--- src/hw/usr_params.svh ---
/*
  Constants of the suspend/resume controller: timing counts, flag positions,
  reset values.
  Assumes a 40 MHz clock; included by bare name.
*/
// Notes on behaviour
// - Upstream idle for at least 3 ms is the only cause of global suspend.
// - Suspend sets the global suspend flag; interrupt only when enabled.
// - Downstream signaling stops before the global suspend flag is raised.
// - Once the core sleeps during suspend, oscillator and PLL stop.
// - Upstream J to K restarts clocks and drives resume downstream.
// - Any resume sets the resume flag, which interrupts the core.
// - Downstream remote wakeup restarts clocks, resumes upstream, sets flag.
// - Either external interrupt during suspend wakes clocks and USB logic.
// - Function wakeup drives resume upstream, sets wakeup and resume flags.
// - Core resumes after its sleep point, then takes the resume interrupt.
// - End of resume signaling sets the port suspend status change bits.
`ifndef USR_PARAMS_SVH
`define USR_PARAMS_SVH
`define USR_CLK_KHZ         40000
`define USR_IDLE_US         3000
`define USR_IDLE_CYC        ((`USR_IDLE_US * `USR_CLK_KHZ + 999) / 1000)
`define USR_RESUME_US       20000
`define USR_RESUME_CYC      ((`USR_RESUME_US * `USR_CLK_KHZ + 999) / 1000)
`define USR_CLK_START_CYC   16
`define USR_CNT_W           20
`define USR_FLAG_SUSP       0
`define USR_FLAG_RSM        1
`define USR_FLAG_FWUP       2
`define USR_FLAGS_RST       3'h0
`define USR_PORTS           2
`endif

--- src/hw/usr_pkg.sv ---
/*
  Types of the suspend/resume controller.
  Assumes usr_params.svh is on the include path.
*/
`include "usr_params.svh"
package usr_pkg;
  typedef enum logic [2:0] {
    USR_RUN     = 3'h0,
    USR_QUIET   = 3'h1,
    USR_SUSP    = 3'h2,
    USR_CLKUP   = 3'h3,
    USR_RESUME  = 3'h4
  } usr_state_t;
  typedef enum logic [1:0] {
    USR_SRC_NONE = 2'h0,
    USR_SRC_HOST = 2'h1,
    USR_SRC_PORT = 2'h2,
    USR_SRC_FUNC = 2'h3
  } usr_src_t;
  typedef logic [`USR_CNT_W-1:0] usr_cnt_t;
endpackage : usr_pkg

--- src/hw/usr_tmr_if.sv ---
/*
  Timer handshake between the controller and its shared down counter.
  Assumes one clock domain.
*/
`timescale 1ns/1ps
interface usr_tmr_if;
  usr_pkg::usr_cnt_t load_val;
  logic              load;
  logic              done;
  modport ctrl (output load_val, output load, input done);
  modport tmr  (input load_val, input load, output done);
endinterface : usr_tmr_if

--- src/hw/usr_top.sv ---
/*
  Suspend and resume controller of a hub with embedded function and core.
  Detects global suspend, gates clocks once the core sleeps, handles host
  resume, downstream remote wakeup and function wakeup.
  Assumes all inputs synchronous to clk; firmware clears flags by pulses.
*/
`timescale 1ns/1ps
`include "usr_params.svh"
module usr_top (
  // clock and reset
  input  wire logic                  clk,
  input  wire logic                  rst,
  // upstream line state
  input  wire logic                  up_idle,
  input  wire logic                  up_j,
  input  wire logic                  up_k,
  // downstream and function wake sources
  input  wire logic                  ds_wakeup,
  input  wire logic                  ext_irq_a,
  input  wire logic                  ext_irq_b,
  // core status
  input  wire logic                  core_asleep,
  // firmware flag control
  input  wire logic                  susp_irq_en,
  input  wire logic                  clr_global_suspend,
  input  wire logic                  clr_resume,
  input  wire logic                  clr_function_wakeup,
  input  wire logic [`USR_PORTS-1:0] clr_port_susp_chg,
  // status flags
  output logic                       global_suspend_flag,
  output logic                       resume_flag,
  output logic                       function_wakeup_flag,
  output logic [`USR_PORTS-1:0]      port_susp_chg,
  output usr_pkg::usr_src_t          wake_source,
  output logic                       core_irq,
  // clocks and signaling
  output logic                       osc_en,
  output logic                       pll_en,
  output logic                       ds_signal_en,
  output logic                       ds_resume_drive,
  output logic                       up_resume_drive,
  output logic                       usb_active
);
  import usr_pkg::*;
  // loaded one short: the state moves on at the edge after the count hits zero
  localparam usr_cnt_t RESUME_CYC = usr_cnt_t'(`USR_RESUME_CYC - 1);
  localparam usr_cnt_t CLKUP_CYC  = usr_cnt_t'(`USR_CLK_START_CYC - 1);

  usr_state_t state_q;
  usr_state_t state_d;
  usr_src_t   src_q;
  logic       j_seen_q;
  logic       idle_hit;
  logic       wake_host;
  logic       wake_port;
  logic       wake_func;
  logic       wake_any;
  logic       clk_off_q;
  logic       resume_end;

  usr_tmr_if  tmr ();

  usr_idle_det u_idle (
    .clk      (clk),
    .rst      (rst),
    .bus_idle (up_idle),
    .arm      (state_q == USR_RUN),
    .idle_hit (idle_hit)
  );

  usr_timer u_tmr (
    .clk (clk),
    .rst (rst),
    .t   (tmr)
  );

  // wake sources, only meaningful while suspended
  assign wake_host = j_seen_q && up_k;
  assign wake_port = ds_wakeup;
  assign wake_func = ext_irq_a || ext_irq_b;
  assign wake_any  = (state_q == USR_SUSP) &&
                     (wake_host || wake_port || wake_func);

  // remembers J so that the next K marks the J to K change
  always_ff @(posedge clk) begin
    if (rst || state_q != USR_SUSP) begin
      j_seen_q <= 1'b0;
    end else if (up_j) begin
      j_seen_q <= 1'b1;
    end else if (up_k) begin
      j_seen_q <= 1'b0;
    end
  end

  always_comb begin
    state_d = state_q;
    case (state_q)
      USR_RUN: begin
        if (idle_hit) begin
          state_d = USR_QUIET;
        end
      end
      USR_QUIET: begin
        state_d = USR_SUSP;
      end
      USR_SUSP: begin
        if (wake_any) begin
          state_d = USR_CLKUP;
        end
      end
      USR_CLKUP: begin
        if (tmr.done) begin
          state_d = USR_RESUME;
        end
      end
      USR_RESUME: begin
        if (tmr.done) begin
          state_d = USR_RUN;
        end
      end
      default: begin
        state_d = USR_RUN;
      end
    endcase
  end

  always_ff @(posedge clk) begin
    if (rst) begin
      state_q <= USR_RUN;
    end else begin
      state_q <= state_d;
    end
  end

  // timer loads: clock start-up, then resume signaling length
  assign tmr.load = (wake_any) ||
                    (state_q == USR_CLKUP && tmr.done);
  assign tmr.load_val = (state_q == USR_CLKUP) ? RESUME_CYC : CLKUP_CYC;
  assign resume_end = (state_q == USR_RESUME) && tmr.done;

  // wake source is captured at the wake event
  always_ff @(posedge clk) begin
    if (rst) begin
      src_q <= USR_SRC_NONE;
    end else if (wake_any) begin
      if (wake_host) begin
        src_q <= USR_SRC_HOST;
      end else if (wake_port) begin
        src_q <= USR_SRC_PORT;
      end else begin
        src_q <= USR_SRC_FUNC;
      end
    end
  end

  // clock gating: off only after the core sleeps while suspended
  always_ff @(posedge clk) begin
    if (rst) begin
      clk_off_q <= 1'b0;
    end else if (wake_any) begin
      clk_off_q <= 1'b0;
    end else if (state_q == USR_SUSP && core_asleep) begin
      clk_off_q <= 1'b1;
    end
  end

  // global suspend flag: set wins over clear
  always_ff @(posedge clk) begin
    if (rst) begin
      global_suspend_flag <= 1'b0;
    end else if (state_q == USR_QUIET) begin
      global_suspend_flag <= 1'b1;
    end else if (clr_global_suspend) begin
      global_suspend_flag <= 1'b0;
    end
  end

  // resume flag set on any wake, held until firmware clears it
  always_ff @(posedge clk) begin
    if (rst) begin
      resume_flag <= 1'b0;
    end else if (wake_any) begin
      resume_flag <= 1'b1;
    end else if (clr_resume) begin
      resume_flag <= 1'b0;
    end
  end

  // function wakeup flag for external interrupt wakes
  always_ff @(posedge clk) begin
    if (rst) begin
      function_wakeup_flag <= 1'b0;
    end else if (wake_any && !wake_host && !wake_port) begin
      function_wakeup_flag <= 1'b1;
    end else if (clr_function_wakeup) begin
      function_wakeup_flag <= 1'b0;
    end
  end

  // per-port suspend status change bits
  genvar gi;
  generate
    for (gi = 0; gi < `USR_PORTS; gi = gi + 1) begin : g_port
      always_ff @(posedge clk) begin
        if (rst) begin
          port_susp_chg[gi] <= 1'b0;
        end else if (resume_end) begin
          port_susp_chg[gi] <= 1'b1;
        end else if (clr_port_susp_chg[gi]) begin
          port_susp_chg[gi] <= 1'b0;
        end
      end
    end
  endgenerate

  // resume flag always interrupts; suspend flag only when enabled
  // core wakes, continues, then sees this level pending
  assign core_irq = resume_flag || function_wakeup_flag ||
                    (global_suspend_flag && susp_irq_en);

  assign osc_en          = !clk_off_q;
  assign pll_en          = !clk_off_q;
  assign ds_signal_en    = (state_q == USR_RUN) ||
                           (state_q == USR_RESUME && src_q == USR_SRC_HOST);
  assign ds_resume_drive = (state_q == USR_RESUME) &&
                           (src_q == USR_SRC_HOST);
  assign up_resume_drive = (state_q == USR_RESUME) &&
                           (src_q != USR_SRC_HOST);
  assign usb_active      = (state_q == USR_RUN) ||
                           (state_q == USR_RESUME);
  assign wake_source     = src_q;
endmodule : usr_top

--- src/hw/usr_timer.sv ---
/*
  Loadable down counter; done is high once the loaded count has run out.
  Assumes synchronous active high reset.
*/
`timescale 1ns/1ps
module usr_timer (
  // clock and reset
  input  wire logic  clk,
  input  wire logic  rst,
  // control side
  usr_tmr_if.tmr     t
);
  import usr_pkg::*;
  usr_cnt_t cnt_q;
  always_ff @(posedge clk) begin
    if (rst) begin
      cnt_q <= '0;
    end else if (t.load) begin
      cnt_q <= t.load_val;
    end else if (cnt_q != '0) begin
      cnt_q <= cnt_q - usr_cnt_t'(1);
    end
  end
  // done must not look at load: load is formed from done on the control side
  assign t.done = (cnt_q == '0);
endmodule : usr_timer

--- src/hw/usr_idle_det.sv ---
/*
  Upstream idle detector: pulses once after continuous idle for the count.
  Assumes idle input is synchronous to clk.
*/
`timescale 1ns/1ps
`include "usr_params.svh"
module usr_idle_det (
  // clock and reset
  input  wire logic  clk,
  input  wire logic  rst,
  // bus state
  input  wire logic  bus_idle,
  input  wire logic  arm,
  output logic       idle_hit
);
  import usr_pkg::*;
  localparam usr_cnt_t IDLE_CYC = usr_cnt_t'(`USR_IDLE_CYC);
  usr_cnt_t cnt_q;
  // any activity restarts the count
  always_ff @(posedge clk) begin
    if (rst || !bus_idle || !arm) begin
      cnt_q <= '0;
    end else if (cnt_q != IDLE_CYC) begin
      cnt_q <= cnt_q + usr_cnt_t'(1);
    end
  end
  assign idle_hit = arm && bus_idle && (cnt_q == IDLE_CYC - usr_cnt_t'(1));
endmodule : usr_idle_det

--- config.mk ---
export PLATFORM = sky130hd
export DESIGN_NAME = usr_top
export DESIGN_NICKNAME = d
export VERILOG_FILES = /design/src/hw/usr_pkg.sv /design/src/hw/usr_tmr_if.sv /design/src/hw/usr_top.sv /design/src/hw/usr_timer.sv /design/src/hw/usr_idle_det.sv
export VERILOG_INCLUDE_DIRS = /design/src /design/src/hw
export SDC_FILE = /design/constraint.sdc
export NUM_CORES = 1
export LEC_CHECK = 0
export BUFFER_PORTS_ARGS = -buffer_cell sky130_fd_sc_hd__buf_2
export CAP_MARGIN = 20
export CORE_ASPECT_RATIO = 0.6
export CORE_MARGIN = 10
export CORE_UTILIZATION = 42
export DETAILED_ROUTE_END_ITERATION = 16
export PLACE_DENSITY = 0.68
export REMOVE_ABC_BUFFERS = 1
export SLEW_MARGIN = 30
export SYNTH_ARGS = -nofsm -noshare
export SYNTH_HDL_FRONTEND = slang
export SYNTH_HIERARCHICAL = 1
export SYNTH_SLANG_ARGS = --single-unit
--- constraint.sdc ---
create_clock -name clk -period 6.22 [get_ports clk]
set_clock_uncertainty 0.15 [all_clocks]
set_input_delay 1.244 -clock clk [delete_from_list [all_inputs] [get_ports clk]]
set_output_delay 1.244 -clock clk [all_outputs]
set_load 0.01 [all_outputs]
==> impl_metrics.toml, run 1 <==
[floorplan]
core_mm2 = 0.006166
die_h_um = 82.04
die_area_mm2 = 0.01012
die_w_um = 123.4
rows = 22
start_util_pct = 43.69
io_pins = 29

[logic_synthesis]
synth-edff-count = 0
synth_area_leaders = "dfxtp_1 39%, xnor2_1 4.9%, xor2_1 4.2%"
synthArstFlopShare_pct = 0
yosysTopAreaCellShare_pct = 38.64
synth_ff_type = "dfxtp_1"
synthDistinctLibCells = 61
syn_area_mm2 = 0.002694
yosys.area.top_type = "dfxtp_1"
ys_ff_latch = 52
avgSynthCellArea_um2 = 8.775
yosysWarnings = 6
syn_inst = 307
synth_seq_area_share_pct = 38.64

[timing]
setup_tns_ps = 0
timing.final.crit_share_pct = 57.06
rsz0062_at_grt = "false"
setup_viol = 0
tightest_slew_ps = 703.2
clock.fmax_ghz = 0.2818
hold_violations = 0
maxSlewHeadroom_pct = 52.98
fin_crit_ps = 3549
final_max_slew_viol_count = 0

[placement]
placed_area_mm2 = 0.002892
place_congestion = 0.8134
hpwl_um = 4109
io_buffers = 28

[setup_path]
start_kind = "flop"
crit_path_end_kind = "flop"
crit_path_max_fanout = 17
critPathMaxStageDelay_ps = 680
worst_ep_arrival_time_ps = 3650
required_ps = 6320
crit_chain = "inv_1 -> ha_1 -> or4b_2 -> nor4_2 -> and2b_1 -> nor2b_1 -> nor4b_2 -> nor2b_2 -> a22o_1"
crit_type = "reg2reg"
crit_path_top_delay_cell = "nor2b_2"

[drt]
ant_nets = 0
drt_pass1_iterations = 4
routedWlPerCell_um = 13.07
wl_um = 5542
routed_via_density = 5.085
vias = 2156
drtIter0Drc = 157
drc_errors = 0

[power_and_ir_drop]
power_density_mw_per_mm2 = 327.3
ir_worst_vdd_uv = 181.9
p_leak_nw = 1.121

[global_routing]
grt_max_degree = 20
grt_overflow = 0
antenna_found_initial = 0
grtUsageTotal_pct = 11.72
grt_pass1_wl_um = 9735
grt_pass1_vias = 2035

[cts]
cts_num_sinks = 52
cts_setup_buffers = 0
cts_buffer_depth = 2
path_clk_slew_ps = 90
cts_tree = "done"
cts_root_buffer = "clkbuf_8"
cts_hold_buf = 0
htree_levels = 2
post_cts_resized = 0
clk_latency_ps = 310
cts_inserted_buffers = 5

[cells_and_area]
final_core_util_pct = 48.74
nFillCells = 595
layout_common_cells = "52 x dfxtp_1, 30 x nand2_1, 28 x buf_2"
n_antenna_cell = 0
layout_commonest_cell = "dfxtp_1"
drive_above_1_share_pct = 17.35
final_nets = 358
area_growth_pct = 11.57
design_area_mm2 = 0.003005

[hold_path]
hp-class = "reg2reg"

[flow_run]
cap_viol_max_count = 0

[outcome]
status = "completed"
## final timing paths
kind | startpoint | to | slack, ps | cells after the start
max | u_tmr/cnt_q[0] | u_tmr/cnt_q[13] | 2670 | 9
min | port_susp_chg[0] | port_susp_chg[0] | 330 | 2
max reg2reg | u_tmr/cnt_q[0] | u_tmr/cnt_q[13] | 2670 | 9
min reg2reg | port_susp_chg[0] | port_susp_chg[0] | 330 | 2
## kinds of logic (layout without fill, tap and decap cells)
logic type / count (synthesis) / in the layout / synth area share (%)
AND/OR/NAND/NOR: 142 / 142 / 30.56
AO/OA/AOI/OAI: 58 / 58 / 14.72
flip-flops: 52 / 52 / 38.64
XOR/XNOR: 28 / 28 / 9.104
buffers and inverters: 19 / 43 / 4.087
adder cells (fa/ha/maj): 4 / 4 / 1.858
other: 2 / 11 / 0.2788
multiplexers: 2 / 2 / 0.7432
## layout make-up
cell class,instances,area (µm²),share of cell area [%]
clock buffer,6,72.57,2.415
clock inverter,2,35.03,1.166
inverter,7,26.28,0.8743
multi-input combinational,245,1585,52.75
sequential,52,1041,34.64
tap,84,105.1,3.497
timing repair buffer,28,140.1,4.663
## flip-flops by register name, summed over array words and instances, names as in the netlist
signal / cells
clk_off_q: 1
function_wakeup_flag: 1
global_suspend_flag: 1
j_seen_q: 1
port_susp_chg: 2
resume_flag: 1
state_q: 3
u_idle/cnt_q: 20
u_tmr/cnt_q: 20
wake_source: 2
## routing by layer
layer	vias up	GRT usage, %	share of wire (%)
met2	46	14.72	36
met1	953	17.91	57
met3	5	3.767	6.0
met4	0	3.472	0.72
met5	-	0	0
li1	1152	-	-
## through the flow
stage	worst slack [ps]	hold slack [ps]	total power, mW	instances
after floorplan	2733	310.2	0.6941	304
after global placement	2224	313.0	0.7567	416
after detailed placement	2327	315.6	0.7598	416
after CTS	2300	330.5	0.9877	424
after global routing	2261	348.9	1.052	424
final	2671	333.2	0.9835	424
## power by group
group | total [mW] | switching [mW] | internal (mW)
Combinational | 0.341 | 0.182 | 0.159
Sequential | 0.414 | 0.0405 | 0.373
Clock | 0.229 | 0.109 | 0.120
## synth_stat cells (3+ instances only)
cell type	count
a22o_1	3
o21ai_1	3
ha_1	4
nand4_1	6
nand2b_1	5
and4_1	4
nor4_2	3
xnor2_1	15
or3_1	7
a21oi_1	18
nand3_1	8
dfxtp_1	52
nor3_1	14
nor2_1	26
o21ai_2	10
o21ai_0	6
nand3b_1	3
buf_4	3
inv_1	7
a211o_1	3
nand2_1	30
nor4_1	6
and2_1	3
nor2b_1	4
xor2_1	13
clkbuf_1	5
## worst max-delay path: cells and delay by family (launching register included)
family	cells	cell delay, ps
AND/OR/NAND/NOR	6	2510
flip-flops	1	360
AO/OA/AOI/OAI	1	240
adder cells (fa/ha/maj)	1	140
buffers and inverters	1	90
No activity file was read; power rests on OpenSTA's default activity.
==> run 2, diff against run 1 <==
--- a/config.mk
+++ b/config.mk
@@ -12,7 +12,7 @@
 export CORE_MARGIN = 10
 export CORE_UTILIZATION = 42
 export DETAILED_ROUTE_END_ITERATION = 16
-export PLACE_DENSITY = 0.68
+export PLACE_DENSITY = 0.71
 export REMOVE_ABC_BUFFERS = 1
 export SLEW_MARGIN = 30
 export SYNTH_ARGS = -nofsm -noshare
==> constraint.sdc (replaced) <==
create_clock -name clk -period 3 [get_ports clk]
set_clock_uncertainty 0.15 [all_clocks]
set_input_delay 0.6 -clock clk [delete_from_list [all_inputs] [get_ports clk]]
set_output_delay 0.6 -clock clk [all_outputs]
set_load 0.01 [all_outputs]
==> run 2 against run 1 <==
  * Sequential share of layout area down 0.40 points
  * Register-to-register slack worse by 2600 ps
  * Critical path type unchanged
  * Highest routed layer unchanged
  * Routed wire length up 5.0%
  * Largest cell class unchanged
  * Worst setup slack worse by 2600 ps
==> impl_metrics.toml, run 2 (same netlist as run 1, synthesis figures left out) <==
[floorplan]
die_w_um = 123.4
rows = 22
die_h_um = 82.04
io_pins = 29
start_util_pct = 43.69
die_area_mm2 = 0.01012
core_mm2 = 0.006166

[power_and_ir_drop]
ir_worst_vdd_uv = 356.2
power_density_mw_per_mm2 = 661.2
p_leak_nw = 1.148

[flow_run]
cap_viol_max_count = 0

[cells_and_area]
final_nets = 364
nFillCells = 592
n_antenna_cell = 0
area_growth_pct = 12.87
layout_commonest_cell = "dfxtp_1"
layout_common_cells = "52 x dfxtp_1, 30 x nand2_1, 28 x buf_2"
top_regs = "u_idle/cnt_q (20), u_tmr/cnt_q (20), state_q (3)"
drive_above_1_share_pct = 18.79
final_core_util_pct = 49.31

[drt]
routedWlPerCell_um = 13.53
routed_via_density = 5.251
drt_pass1_iterations = 4
wl_um = 5820
vias = 2258
ant_nets = 0
drtIter0Drc = 109
drc_errors = 0

[timing]
hold_violations = 0
fin_ws_ps = 117.3
maxSlewHeadroom_pct = 53.61
final_max_slew_viol_count = 0
setup_viol = 0
fin_crit_ps = 2883
fin_hold_ws_ps = 332.7
tightest_slew_ps = 693.7
clock.fmax_ghz = 0.3469
timing.final.crit_share_pct = 96.09

[cts]
cts_inserted_buffers = 5
cts_root_buffer = "clkbuf_8"
path_clk_slew_ps = 90
cts_num_sinks = 52
htree_levels = 2
cts_buffer_depth = 2
cts_tree = "done"
clk_latency_ps = 300

[placement]
place_congestion = 0.7720
pre_cts_slack_ps = -48.50
io_buffers = 28
hpwl_um = 4177

[setup_path]
crit_path_end_kind = "flop"
crit_path_max_fanout = 7
start_kind = "flop"
worst_ep_arrival_time_ps = 2930
required_ps = 3050
crit_type = "reg2reg"

[global_routing]
antenna_found_initial = 0
grt_pass1_vias = 2121
grt_overflow = 0
grt_pass1_wl_um = 9942
grt_max_degree = 20
grtUsageTotal_pct = 11.73

[hold_path]
hp-class = "reg2reg"

[outcome]
status = "completed"
run 2: cell type report:
cell class	instances	area [µm²]	area share, %
Clock buffer	5	68.82	2.263
Clock inverter	3	18.77	0.6173
Inverter	7	26.28	0.8642
Multi-Input combinational cell	246	1603	52.72
Sequential cell	52	1041	34.24
Tap cell	84	105.1	3.457
Timing Repair Buffer	33	177.7	5.844
run 2: worst paths after layout:
kind	startpoint	end	slack [ps]	depth (start not counted)
max	u_tmr/cnt_q[0]	u_tmr/cnt_q[6]	120	10
min	port_susp_chg[1]	port_susp_chg[1]	330	2
max reg2reg	u_tmr/cnt_q[0]	u_tmr/cnt_q[6]	120	10
min reg2reg	port_susp_chg[1]	port_susp_chg[1]	330	2
run 2: metrics by stage:
step	instance area, µm²	TNS, ps	power (mW)	instances
final	3040	0	2.010	430
after global routing	3040	-453.2	2.151	430
after CTS	3013	0	1.991	428
after detailed placement	2919	-152.4	1.592	420
after global placement	2919	0	1.580	420
after floorplan	2644	-6213	1.439	304
run 2: critical path, stage by stage (launching register included):
cell,delay [ps]
dfxtp_1,350
inv_1,90
ha_1,140
or4b_2,620
nor4_4,180
and2b_1,180
nor2b_1,70
nor4b_2,400
nor2_1,180
or2b_4,340
o21ai_2,80
run 2: layer usage:
metal / share of wire, % / GRT usage, %
met5: 0 / 0
met4: 0.86 / 3.819
met3: 4.5 / 2.945
met2: 41 / 17.00
met1: 54 / 16.59
run 2: power breakdown:
group          leakage [nW]  internal, mW  switching, mW
Combinational         0.678         0.350          0.413
Clock                0.0479         0.163          0.230
Sequential            0.422         0.774         0.0794
run 2: what timing repair did:
item | CTS | global route
endpoints found under the setup margin | 14 | 14
setup buffers | 0 | 1
pin swaps | 0 | 1
resized for setup | 1 | 2
hold buffers | 0 | 0
cloned | 0 | 1
